**src/design/oscp_pkg.sv**
```systemverilog
package oscp_pkg;
  typedef enum logic [1:0] {
    ST_IDLE = 2'b00,
    ST_DEC = 2'b01,
    ST_ACK = 2'b11,
    ST_END = 2'b10
  } oscp_state_t;

  localparam logic [2:0] FC_CPU_SPACE = 3'h7;
  localparam logic [3:0] CP_SPACE_TYPE = 4'h2;
  localparam logic [2:0] CP_ID_DEFAULT = 3'h1;

  // long word index within the interface block
  localparam logic [2:0] L_RESP_CTRL = 3'h0;
  localparam logic [2:0] L_SAVE_REST = 3'h1;
  localparam logic [2:0] L_OPW_CMD = 3'h2;
  localparam logic [2:0] L_COND = 3'h3;
  localparam logic [2:0] L_OPERAND = 3'h4;
  localparam logic [2:0] L_REGSEL = 3'h5;
  localparam logic [2:0] L_INSTADDR = 3'h6;
  localparam logic [2:0] L_OPADDR = 3'h7;
  localparam int CTRL_ABORT_BIT = 0;

  // {ack1_n, ack0_n}
  localparam logic [1:0] ACK_32 = 2'b00;
  localparam logic [1:0] ACK_16 = 2'b01;
  localparam logic [1:0] ACK_8 = 2'b10;
  localparam logic [1:0] ACK_NONE = 2'b11;

  // arbitrary response and save format codes
  localparam logic [15:0] RESP_BUSY = 16'h8100;
  localparam logic [15:0] RESP_DONE = 16'h0800;
  localparam logic [15:0] SAVE_BUSY = 16'h0100;
  localparam logic [15:0] SAVE_IDLE = 16'h0000;

  localparam logic [15:0] RST_16 = 16'h0000;
  localparam logic [31:0] RST_32 = 32'h0000_0000;

  localparam int CLK_NS = 8;
  localparam int OP_TIME_NS = 400;
  localparam int OP_CYCLES = (OP_TIME_NS + CLK_NS - 1) / CLK_NS;
  localparam int SYNC_W = 60;
endpackage

```
**src/design/oscp_host.sv**
```systemverilog
`timescale 1ns/1ps
module oscp_host #(
  parameter int PORT_W = 32,
  parameter logic [2:0] CP_ID = oscp_pkg::CP_ID_DEFAULT,
  parameter int CNT_W = 8
) (
  input wire logic clk,
  input wire logic srst,
  input wire logic as_n,
  input wire logic ds_n,
  input wire logic rw,
  input wire logic [1:0] siz,
  input wire logic [2:0] fc,
  input wire logic [19:0] addr,
  input wire logic [31:0] data_i,
  output logic [31:0] data_o,
  output logic data_oe_n,
  output logic [1:0] port_size_ack_n,
  output logic port_size_ack_oe_n,
  output logic cp_busy,
  output logic [15:0] cp_command,
  output logic [31:0] cp_operand
);
  localparam logic [1:0] ACK_CODE = (PORT_W == 32) ? oscp_pkg::ACK_32 :
    (PORT_W == 16) ? oscp_pkg::ACK_16 : oscp_pkg::ACK_8;

  logic [oscp_pkg::SYNC_W-1:0] s1_r, s2_r, s3_r, f_r;
  oscp_pkg::oscp_state_t state_r;
  logic [15:0] control_r, restore_r, opword_r, command_r, condition_r;
  logic [15:0] regsel_r;
  logic [31:0] operand_r, instaddr_r, opaddr_r;
  logic busy_r;
  logic [CNT_W-1:0] cnt_r;
  logic [31:0] data_r;
  logic oe_r, ack_oe_r;

  logic as_f, ds_f, rw_f;
  logic [1:0] siz_f;
  logic [2:0] fc_f;
  logic [19:0] addr_f;
  logic [31:0] din_f;
  logic sel, go, rd, wr, stall, start, abort;
  logic [2:0] lw;
  logic [1:0] ba;
  logic [3:0] be;
  logic [31:0] view, wd, merged;
  logic [15:0] resp_word, save_word;

  // three stages; a bit moves on once stages two and three agree
  always_ff @(posedge clk) begin
    if (srst) begin
      s1_r <= {oscp_pkg::SYNC_W{1'b1}};
      s2_r <= {oscp_pkg::SYNC_W{1'b1}};
      s3_r <= {oscp_pkg::SYNC_W{1'b1}};
      f_r <= {oscp_pkg::SYNC_W{1'b1}};
    end else begin
      s1_r <= {as_n, ds_n, rw, siz, fc, addr, data_i};
      s2_r <= s1_r;
      s3_r <= s2_r;
      f_r <= (s3_r & ~(s2_r ^ s3_r)) | (f_r & (s2_r ^ s3_r));
    end
  end

  assign {as_f, ds_f, rw_f, siz_f, fc_f, addr_f, din_f} = f_r;
  assign lw = addr_f[4:2];
  assign ba = addr_f[1:0];
  // cpu-space cycle with our id on the address lines
  assign sel = (fc_f == oscp_pkg::FC_CPU_SPACE) &&
    (addr_f[19:16] == oscp_pkg::CP_SPACE_TYPE) &&
    (addr_f[15:13] == CP_ID);
  assign go = !as_f && !ds_f && sel;
  assign rd = rw_f;
  assign wr = !rw_f;

  // lanes the processor uses for this width, size and offset
  function automatic logic [3:0] lane_en(input logic [1:0] a,
                                         input logic [1:0] sz);
    int n;
    int lim;
    logic [3:0] e;
    n = (sz == 2'b00) ? 4 : int'(sz);
    if (PORT_W == 32) lim = 4;
    else if (PORT_W == 16) lim = a[1] ? 4 : 2;
    else lim = int'(a) + 1;
    for (int i = 0; i < 4; i++) begin
      e[i] = (i >= int'(a)) && (i < int'(a) + n) && (i < lim);
    end
    return e;
  endfunction

  function automatic logic [31:0] merge(input logic [31:0] old,
                                        input logic [31:0] nw,
                                        input logic [3:0] en);
    logic [31:0] r;
    r = old;
    for (int i = 0; i < 4; i++) begin
      if (en[i]) r[31-8*i -: 8] = nw[31-8*i -: 8];
    end
    return r;
  endfunction

  assign be = lane_en(ba, siz_f);
  // narrow ports only ever see the top lanes
  assign wd = (PORT_W == 32) ? din_f :
    (PORT_W == 16) ? {2{din_f[31:16]}} : {4{din_f[31:24]}};
  assign resp_word = busy_r ? oscp_pkg::RESP_BUSY : oscp_pkg::RESP_DONE;
  assign save_word = busy_r ? oscp_pkg::SAVE_BUSY : oscp_pkg::SAVE_IDLE;

  always_comb begin
    case (lw)
      oscp_pkg::L_RESP_CTRL: view = {resp_word, 16'h0000};
      oscp_pkg::L_SAVE_REST: view = {save_word, restore_r};
      oscp_pkg::L_OPW_CMD: view = 32'h0000_0000;
      oscp_pkg::L_COND: view = 32'h0000_0000;
      oscp_pkg::L_OPERAND: view = operand_r;
      oscp_pkg::L_REGSEL: view = {regsel_r, 16'h0000};
      oscp_pkg::L_INSTADDR: view = instaddr_r;
      oscp_pkg::L_OPADDR: view = opaddr_r;
      default: view = 32'h0000_0000;
    endcase
  end

  always_comb begin
    case (lw)
      oscp_pkg::L_RESP_CTRL: merged = {16'h0000, control_r};
      oscp_pkg::L_SAVE_REST: merged = {16'h0000, restore_r};
      oscp_pkg::L_OPW_CMD: merged = {opword_r, command_r};
      oscp_pkg::L_COND: merged = {16'h0000, condition_r};
      oscp_pkg::L_OPERAND: merged = operand_r;
      oscp_pkg::L_INSTADDR: merged = instaddr_r;
      oscp_pkg::L_OPADDR: merged = opaddr_r;
      default: merged = 32'h0000_0000;
    endcase
    merged = merge(merged, wd, be);
  end

  // a new instruction waits, unacknowledged, for the current one
  assign stall = wr && busy_r && be[3] &&
    (lw == oscp_pkg::L_OPW_CMD || lw == oscp_pkg::L_COND);
  // writes start on the last byte so narrow ports finish the word first; save reads start on the first byte
  assign start = (state_r == oscp_pkg::ST_DEC) && !stall && ((wr && be[3] &&
    (lw == oscp_pkg::L_OPW_CMD || lw == oscp_pkg::L_COND ||
     lw == oscp_pkg::L_SAVE_REST)) ||
    (rd && lw == oscp_pkg::L_SAVE_REST && ba == 2'b00));
  assign abort = (state_r == oscp_pkg::ST_DEC) && wr && be[3] &&
    (lw == oscp_pkg::L_RESP_CTRL) && wd[oscp_pkg::CTRL_ABORT_BIT];

  always_ff @(posedge clk) begin
    if (srst) begin
      state_r <= oscp_pkg::ST_IDLE;
    end else begin
      case (state_r)
        oscp_pkg::ST_IDLE: if (go) state_r <= oscp_pkg::ST_DEC;
        oscp_pkg::ST_DEC: begin
          if (!go) state_r <= oscp_pkg::ST_IDLE;
          else if (!stall) state_r <= oscp_pkg::ST_ACK;
        end
        oscp_pkg::ST_ACK: if (as_f) state_r <= oscp_pkg::ST_END;
        oscp_pkg::ST_END: state_r <= oscp_pkg::ST_IDLE;
        default: state_r <= oscp_pkg::ST_IDLE;
      endcase
    end
  end

  // bus outputs: width answer and fixed lanes each cycle
  always_ff @(posedge clk) begin
    if (srst) begin
      data_r <= 32'h0000_0000;
      oe_r <= 1'b0;
      ack_oe_r <= 1'b0;
    end else if (state_r == oscp_pkg::ST_DEC && go && !stall) begin
      ack_oe_r <= 1'b1;
      oe_r <= rd;
      if (PORT_W == 32) data_r <= view;
      else if (PORT_W == 16)
        data_r <= {ba[1] ? view[15:0] : view[31:16], 16'h0000};
      else data_r <= {view[8*(3-int'(ba)) +: 8], 24'h00_0000};
    end else if (state_r == oscp_pkg::ST_ACK && as_f) begin
      ack_oe_r <= 1'b0;
      oe_r <= 1'b0;
    end
  end

  assign data_o = data_r;
  assign data_oe_n = !oe_r;
  assign port_size_ack_n = ack_oe_r ? ACK_CODE : oscp_pkg::ACK_NONE;
  assign port_size_ack_oe_n = !ack_oe_r;

  // register writes; response, save and select have no write path
  always_ff @(posedge clk) begin
    if (srst) begin
      control_r <= oscp_pkg::RST_16;
      restore_r <= oscp_pkg::RST_16;
      opword_r <= oscp_pkg::RST_16;
      command_r <= oscp_pkg::RST_16;
      condition_r <= oscp_pkg::RST_16;
      operand_r <= oscp_pkg::RST_32;
      instaddr_r <= oscp_pkg::RST_32;
      opaddr_r <= oscp_pkg::RST_32;
    end else if (state_r == oscp_pkg::ST_DEC && go && wr && !stall) begin
      case (lw)
        oscp_pkg::L_RESP_CTRL: control_r <= merged[15:0];
        oscp_pkg::L_SAVE_REST: restore_r <= merged[15:0];
        oscp_pkg::L_OPW_CMD: begin
          opword_r <= merged[31:16];
          command_r <= merged[15:0];
        end
        oscp_pkg::L_COND: condition_r <= merged[15:0];
        oscp_pkg::L_OPERAND: operand_r <= merged;
        oscp_pkg::L_INSTADDR: instaddr_r <= merged;
        oscp_pkg::L_OPADDR: opaddr_r <= merged;
        default: operand_r <= operand_r;
      endcase
    end
  end

  // no bus request logic: a non-master port, same protocol either way
  always_ff @(posedge clk) begin
    if (srst) begin
      busy_r <= 1'b0;
      cnt_r <= '0;
      regsel_r <= oscp_pkg::RST_16;
    end else if (abort) begin
      busy_r <= 1'b0;
      cnt_r <= '0;
    // a start on the last busy cycle wins over the end of the old one
    end else if (start && (!busy_r || cnt_r == '0)) begin
      busy_r <= 1'b1;
      cnt_r <= CNT_W'(oscp_pkg::OP_CYCLES - 1);
      regsel_r <= {13'h0000, merged[2:0]};
    end else if (busy_r) begin
      if (cnt_r == '0) busy_r <= 1'b0;
      else cnt_r <= cnt_r - 1'b1;
    end
  end

  assign cp_busy = busy_r;
  assign cp_command = command_r;
  assign cp_operand = operand_r;

  ack_width_a: assert property (@(posedge clk) disable iff (srst)
    !port_size_ack_oe_n |-> state_r == oscp_pkg::ST_ACK &&
      port_size_ack_n == ACK_CODE)
    else $error("width answer does not match port width");
  lane_fixed_a: assert property (@(posedge clk) disable iff (srst)
    (!data_oe_n && PORT_W == 16) |-> data_o[15:0] == 16'h0000)
    else $error("16-bit port drove low lanes");
  ack_hold_a: assert property (@(posedge clk) disable iff (srst)
    (state_r == oscp_pkg::ST_ACK && !as_f) |=> !port_size_ack_oe_n)
    else $error("answer dropped before strobe release");
  write_quiet_a: assert property (@(posedge clk) disable iff (srst)
    (state_r == oscp_pkg::ST_DEC && go && wr) |=> data_oe_n)
    else $error("data driven on a write cycle");
  busy_stall_a: assert property (@(posedge clk) disable iff (srst)
    (state_r == oscp_pkg::ST_DEC && go && stall) |=> port_size_ack_oe_n)
    else $error("new instruction taken while busy");
  busy_len_a: assert property (@(posedge clk) disable iff (srst)
    (start && !busy_r && !abort) |=> busy_r[*3] ##0
      cnt_r == CNT_W'(oscp_pkg::OP_CYCLES - 3))
    else $error("operation length wrong");
  save_start_a: assert property (@(posedge clk) disable iff (srst)
    (state_r == oscp_pkg::ST_DEC && go && rd && !abort &&
     lw == oscp_pkg::L_SAVE_REST && ba == 2'b00) |=> busy_r)
    else $error("save read did not start a save");
  regsel_ro_a: assert property (@(posedge clk) disable iff (srst)
    (state_r == oscp_pkg::ST_DEC && wr && lw == oscp_pkg::L_REGSEL)
      |=> $stable(regsel_r))
    else $error("register select written by the bus");
  operand_wr_a: assert property (@(posedge clk) disable iff (srst)
    (state_r == oscp_pkg::ST_DEC && go && wr && PORT_W == 32 &&
     lw == oscp_pkg::L_OPERAND && siz_f == 2'b00 && ba == 2'b00)
      |=> operand_r == $past(din_f))
    else $error("operand long write lost");
  resp_busy_a: assert property (@(posedge clk) disable iff (srst)
    (state_r == oscp_pkg::ST_DEC && go && rd && PORT_W == 32 && busy_r &&
     !abort && lw == oscp_pkg::L_RESP_CTRL)
      |=> data_o[31:16] == oscp_pkg::RESP_BUSY)
    else $error("busy not reported in response");
  lane_byte_a: assert property (@(posedge clk) disable iff (srst)
    (!data_oe_n && PORT_W == 8) |-> data_o[23:0] == 24'h00_0000)
    else $error("8-bit port drove low lanes");
  idle_quiet_a: assert property (@(posedge clk) disable iff (srst)
    state_r == oscp_pkg::ST_IDLE |-> port_size_ack_oe_n && data_oe_n)
    else $error("bus driven while idle");
  ack_release_a: assert property (@(posedge clk) disable iff (srst)
    (state_r == oscp_pkg::ST_ACK && as_f) |=> port_size_ack_oe_n && data_oe_n)
    else $error("answer kept after strobe release");
  abort_clear_a: assert property (@(posedge clk) disable iff (srst)
    abort |=> !busy_r && cnt_r == '0)
    else $error("abort did not stop the operation");
  busy_done_a: assert property (@(posedge clk) disable iff (srst)
    (busy_r && cnt_r == '0 && !start && !abort) |=> !busy_r)
    else $error("operation overran its time");
  restore_go_a: assert property (@(posedge clk) disable iff (srst)
    (state_r == oscp_pkg::ST_DEC && go && wr && !stall && be[3] &&
     lw == oscp_pkg::L_SAVE_REST) |=> busy_r)
    else $error("restore write did not start a restore");
  wo_read_a: assert property (@(posedge clk) disable iff (srst)
    (state_r == oscp_pkg::ST_DEC && go && rd &&
     lw == oscp_pkg::L_OPW_CMD) |=> data_o == 32'h0000_0000)
    else $error("write-only word read back nonzero");

  read_c: cover property (@(posedge clk) disable iff (srst)
    state_r == oscp_pkg::ST_ACK && !data_oe_n);
  stall_c: cover property (@(posedge clk) disable iff (srst)
    state_r == oscp_pkg::ST_DEC && stall ##1 state_r == oscp_pkg::ST_ACK);
  save_c: cover property (@(posedge clk) disable iff (srst)
    start && rd);
  abort_c: cover property (@(posedge clk) disable iff (srst)
    abort ##1 !busy_r);
endmodule

```
**config.mk**
```make
export PLATFORM = sky130hd
export DESIGN_NAME = oscp_host
export DESIGN_NICKNAME = d
export VERILOG_FILES = /design/src/design/oscp_pkg.sv /design/src/design/oscp_host.sv
export SDC_FILE = /design/constraint.sdc
export NUM_CORES = 1
export LEC_CHECK = 0
export ABC_AREA = 1
export BUFFER_PORTS_ARGS = -buffer_cell sky130_fd_sc_hd__buf_4
export CAP_MARGIN = 20
export CORE_ASPECT_RATIO = 1.25
export CORE_UTILIZATION = 59
export CTS_BUF_LIST = sky130_fd_sc_hd__clkbuf_8 sky130_fd_sc_hd__clkbuf_16
export DETAILED_ROUTE_END_ITERATION = 16
export PLACE_DENSITY = 0.82
export SLEW_MARGIN = 25
export SYNTH_ARGS = -nofsm -noshare
export SYNTH_HDL_FRONTEND = slang
export SYNTH_SLANG_ARGS = --single-unit
```
**constraint.sdc**
```tcl
create_clock -name clk -period 2.9 [get_ports clk]
set_input_delay 0.145 -clock clk [delete_from_list [all_inputs] [get_ports clk]]
set_output_delay 0.145 -clock clk [all_outputs]
set_load 0.05 [all_outputs]
```
==> run metrics, run 1 <==
endpoints failing hold 0; drt pass-1 iters 5; maxcap violations 0; Cell Count, Final, Fillers Out 2826; placed inst area 18160 um^2; Psw 2.389 mW; wirelength, routed 40470 um; most instantiated cells after synthesis 684 x nand2_1, 479 x nor2_1, 432 x dfxtp_1; Netlist cell types 31; Ports 147; Sequential Power Share 52.6%; port buffer count 138; Mapped Nets 2322; crit path cell chain ha_1 > fa_1 > inv_1 > o21ai_1 > nand4_2 > nand4_4 > nor2_1 > buf_4 > nand2_1 > nand2_1 > nor2_1; H-Tree Depth 2; Slew Limit Fails 0; Max-slew headroom between 50% and 60%; CTS tree done; switch share slightly above 20%; overall routing resource usage 28.69%; DP Wirelength ~26000 um; FF+latch count, synth 432; combinational power share 3.1%; area share of the leading cell type in the synthesized netlist 52.42%; top_reg_cell synth dfxtp_1; Final Power 11.52 mW; GRT met3 Usage 4.072%; die span in x 151.6 um; Setup TNS 0 ps; critical path's top delay family simple AND/OR/NAND/NOR gates; met2 usage about half; area leader, netlist dfxtp_1; wire length per cell 14.32 um; vias 14550; startpoint types flip-flop; worst-path fanout max 32; dpl cells 2703; Setup CP Type reg -> reg; Setup crit end kind flip-flop; Starting Density around 60%; die area around 29000 um^2; Leak Pwr about 8.6 nW; PD cells between 500 and 600 nW/um^2; CORE AREA around 28000 um^2; top cells by area, synth dfxtp_1 52%, nand2_1 16%, nor2_1 11%; CP Buf/Inv Count 2; initial antenna violation count 0; fraction of layout cells with a size suffix above 1 17.77%; register area share after synthesis 52.42%; row cnt a little under 70; largest net degree at the start of global routing ~110; grt ovf 0; crit path DAT 2890 ps; GR peak layer met2; P&R area growth vs syn 21.10%; Worst-Margin Slew 680.1 ps; first-pass GRT wire length around 65000 um; multi-input logic area 7056 um^2; # fillers ~2200; Synth Cell Area around 16000 um^2; CP max stage delay 370 ps; FMAX 0.4064 GHz; Post-synth EDFFs 0; register area around 8600 um^2; TritonCTS Buffers 40; Die H between 150 and 200 um; Min Hold Slack 128.6 ps; Synth Area per Inst 7.317 um^2; gp weighted congestion 0.8678; worst min path class in -> reg; Internal Power 9.130 mW; post-route ant nets 0; DRT iter0 DRCs 1105; CP required 3330 ps; final setup fails 0; cell with the most instances after synthesis nand2_1; post-synthesis cell count roughly 2300; vias per cell 5.149; # diodes 0; post-route cell area approximately 20000 um^2; status finished clean; RSZ-0062 raised after global routing false; later-pin clock latency in the skew report 530 ps; vias in the first global route 13450; crit path time final between 2000 and 2500 ps; DR DRC count 0; period utilization a little over four fifths; post-layout net count 2514; CTS clock-pin slew for the worst setup and hold paths 70 ps; FFs w/ async S/R, synth 0%; slowest cell on the critical path fa_1; synth warn 0; clock power share 44.4%; Num Clock Sinks 432; post-route clock skew 16.11 ps; VDD IR max 0.4819 mV; deepest clock path buffer count 3; Root Driver clkbuf_16; grt met1 use between 30% and 40%
path summary, 6_finish.rpt:
kind                                         start                   endpoint  slack [ps]  cells after the start
worst max-delay path                     flip-flop  restore_r[4]$_SDFFE_PP0P_         440                     11
worst min register to register  s1_r[9]$_SDFF_PP1_         s2_r[9]$_SDFF_PP1_         400                      1
worst min-delay path                          srst                  flip-flop         130                      3
worst max register to register           flip-flop  restore_r[4]$_SDFFE_PP0P_         440                     11
power by group through the flow:
stage	logic [mW]	clock network, mW	registers, mW
after floorplan	0.207	0	6.18
after global placement	0.285	0	6.19
after detailed placement	0.292	0	6.19
after CTS	0.348	5.18	6.06
after global routing	0.392	5.44	6.06
final	0.352	5.11	6.06
layout make-up:
cell class | instances | area share (%)
Clock buffer | 51 | 5.823
Clock inverter | 20 | 0.6512
Multi-Input combinational cell | 1619 | 35.31
Tap cell | 350 | 2.192
Timing Repair Buffer | 258 | 10.93
Sequential cell | 432 | 43.28
Inverter | 96 | 1.816
logic make-up after synthesis:
logic type	after synthesis	share of synthesized area (%)
AO/OA/AOI/OAI	177	5.521
XOR/XNOR	2	0.1062
adder cells (fa/ha/maj)	5	0.4247
buffers and inverters	204	4.997
flip-flops	432	52.42
multiplexers	8	0.4853
AND/OR/NAND/NOR	1427	36.05
stage by stage:
| step | util (%) | setup WS (ps) |
|---|---|---|
| finish | 72.49 | 439.2 |
| floorplan | - | 566.5 |
| global placement | 65.87 | 365.6 |
| CTS | 72.45 | 235.8 |
| global route | 72.49 | 218.7 |
| detailed placement | 65.87 | 259.0 |
layout by cell type (no fill, tap or decap):
cell type        n
or2_2          157
clkbuf_16       41
nand4_4          1
o2111ai_1        2
fa_1             1
nor4_1           1
clkinv_2         5
dfxtp_1        432
ha_1             4
nand3b_1         1
clkbuf_8        10
o21ai_0         66
o211ai_1         3
nand4_1         23
inv_4            1
xnor2_1          1
and3_1           1
buf_6            1
o21bai_1         1
buf_12           9
a21oi_1        101
inv_6            2
nand4_2          1
o21ai_1          1
inv_2            8
o21a_1           3
mux2i_1          8
nor2_1         479
clkinv_8         1
xor2_1           1
dlygate4sd3_1   52
buf_4          196
inv_1           98
nand2_1        684
nor2b_1          3
nor2_4           5
nand3_1         70
nor2_2           1
bufinv_16        1
worst min-delay path: stages:
cell and delay (ps):
buf_6 230, a21oi_1 170, nand2_1 60
layer usage:
metal	part of all wire, %	up-vias	wire length (um)
li1	-	7331	-
met1	41	6568	16460
met2	48	536	19240
met3	6.3	115	2556
met4	5.5	0	2207
met5	0	-	0
repair_timing:
action,in CTS,in global routing
gates resized for setup,0,1
setup endpoints to repair,0,1
buffers inserted,0,0
hold endpoints to repair,52,0
hold buffers,52,0
Power figures use the tool's default switching activity.
==> inputs of run 2 (changes only) <==
- CORE_UTILIZATION: 59 -> 53
- PLACE_DENSITY: 0.82 -> 0.78
- clock period: 2.9 -> 2 ns (I/O delays scaled with it)
==> run 2 against run 1 <==
  * The run now ends with negative setup slack left
  * Wire length grew 20%
  * First-iteration DRC count grew 30%
  * Sequential power up 45%
  * Critical path depth increased by 5
  * Critical endpoint is now opaddr_r[17]$_SDFFE_PP0P_
  * Largest power group unchanged
==> run metrics, run 2 (same netlist as run 1, synthesis figures left out) <==
Crit Reg-Reg Endpoint opaddr_r[17]$_SDFFE_PP0P_; Cell Count, Final, Fillers Out 2965 (+4.9%); fraction of layout cells with a size suffix above 1 28.74% (+11 points); vias in the first global route 13870 (+3.1%); setup slack, reg-to-reg -170 ps (-610 ps); CTS clock-pin slew for the worst setup and hold paths 60 ps (about the same); Core Util, Final 73.47% (+0.99 points); # diodes 0 (unchanged); Setup crit end kind flip-flop; switch share 20.75% (about the same); Final Power 17.16 mW (+49%); maxcap violations 0 (unchanged); wirelength, routed 48660 um (+20%); dpl cells 2804 (+3.7%); post-route clock skew 22.69 ps (+6.581 ps); grt ovf 0 (unchanged); later-pin clock latency in the skew report 560 ps (+30 ps); PD cells 768.5 nW/um^2 (+33%); Ports 147 (unchanged); row cnt 71 (+4.4%); failing checks negative setup slack; drt pass-1 iters 6 (+1); gp weighted congestion 0.9159 (+5.5%); TritonCTS Buffers 41 (+2.5%); Psw 3.560 mW (+49%); CTS tree done; initial antenna violation count 0 (unchanged); Worst-Margin Slew 594.1 ps (-86.01 ps); vias 15650 (+7.6%); worst min path class in -> reg; wire length per cell 16.41 um (+15%); Internal Power 13.60 mW (+49%); status finished with violations; final setup fails 190 (+190); Die H 199.3 um (+5.5%); Leak Pwr 9.537 nW (+11%); clock power share 45.7% (+1.3 points); worst-path fanout max 8 (-75%); DR DRC count 0 (unchanged); period utilization 108.4% (+24 points); placed inst area 18820 um^2 (+3.6%); FMAX 0.4612 GHz (+14%); deepest clock path buffer count 3 (unchanged); Min Hold Slack 272.6 ps (+144.0 ps); Worst Reg2Reg Path Length in Cells 16 (+5); port buffer count 138 (unchanged); Setup CP Type reg -> reg; worst setup margin -168.0 ps (-607.3 ps); Setup TNS -15650 ps (-15650 ps); most frequent cells in the layout 590 x nand2_1, 428 x dfxtp_1, 417 x nor2_1; Sequential Power Share 51.2% (-1.4 points); worst hold path startpoint data_i[29]; post-place setup slack -154.7 ps (-413.6 ps); largest net degree at the start of global routing 127 (+19%); CP Capture Point opaddr_r[17]$_SDFFE_PP0P_; crit path time final 2168 ps (-292.7 ps); DP Wirelength 27910 um (+5.3%); Root Driver clkbuf_16; startpoint types flip-flop; first-pass GRT wire length 68020 um (+3.9%); post-route ant nets 0 (unchanged); DRT iter0 DRCs 1433 (+30%); CORE AREA 30380 um^2 (+10%); Num Clock Sinks 432 (unchanged); Max-slew headroom 60.25% (+5.6 points); die span in x 159.8 um (+5.4%); Slew Limit Fails 0 (unchanged); vias per cell 5.280 (+2.5%); die area 31850 um^2 (+11%); post-route cell area 22320 um^2 (+12%); RSZ-0062 raised after global routing true; endpoints failing hold 0 (unchanged); commonest non-fill, non-tap cell in the layout nand2_1; Starting Density 54.31% (-5.5 points); post-layout net count 2605 (+3.6%); crit path DAT 2600 ps (-290 ps); CP required 2430 ps (-900 ps); VDD IR max 0.6972 mV (+45%); H-Tree Depth 2 (unchanged); P&R area growth vs syn 35.29%; combinational power share 3.2% (about the same); overall routing resource usage 26.65% (-2.0 points)
[run 2: cell count changes in the layout (fill, tap and decap cells not counted), sizes merged]
cell,before,now
clkbuf,51,59
clkinv,6,10
clkinvlp,0,2
nand2,684,685
dlygate4sd3,52,53
buf,206,279
bufinv,1,5
bufbuf,0,1
inv,109,103
[run 2: final cells by class]
class,count,area [um^2]
sequential,432,8653
fill,2172,8059
multi-input combinational,1620,7916
timing repair buffer,346,3517
clock buffer,46,1095
tap,401,501.7
inverter,96,376.6
clock inverter,23,255.2
timing repair inverter,1,7.507
[run 2: worst min path at each step]
stage                               end  depth (start not counted)
finish              s1_r[29]$_SDFF_PP1_                          3
global route        s1_r[29]$_SDFF_PP1_                          3
floorplan            s1_r[0]$_SDFF_PP1_                          1
global placement    s1_r[19]$_SDFF_PP1_                          2
CTS                 s1_r[16]$_SDFF_PP1_                          3
detailed placement  s1_r[58]$_SDFF_PP1_                          2
[run 2: power by group through the flow]
| stage | clock network (mW) | logic (mW) | registers (mW) |
|---|---|---|---|
| after floorplan | 0 | 0.300 | 8.96 |
| after global placement | 0 | 0.426 | 8.97 |
| after detailed placement | 0 | 0.438 | 8.97 |
| after CTS | 7.91 | 0.522 | 8.78 |
| after global routing | 8.31 | 0.594 | 8.79 |
| final | 7.83 | 0.541 | 8.78 |
[run 2: worst max-delay path, cell delays in order, from the launching register on]
cell     delay, ps
dfxtp_2        330
ha_4           160
fa_2           350
inv_4           90
nor2_4          40
nand3_4         80
buf_6          120
nand2_8        100
nand2_4        100
nand2_4         80
buf_8          150
nand2_1         80
nand2_1         60
inv_2          110
nand2_1         70
nand2_1         80
nor2_1          50
[run 2: per-layer routing]
layer	track usage, %	wire length (um)	up-vias
met5	0	0	-
met4	13.47	3157	0
met3	4.504	4106	224
met2	47.13	23070	780
met1	31.20	18320	7100
li1	-	-	7550
[run 2: repair_timing]
item / 4_1_cts / 5_1_grt
hold buffers: 53 / 0
gates resized for setup: 52 / 242
gates cloned: 3 / 23
endpoints found under the hold margin: 55 / 0
buffers inserted: 2 / 11
endpoints found under the setup margin: 212 / 218
pin swaps: 7 / 64
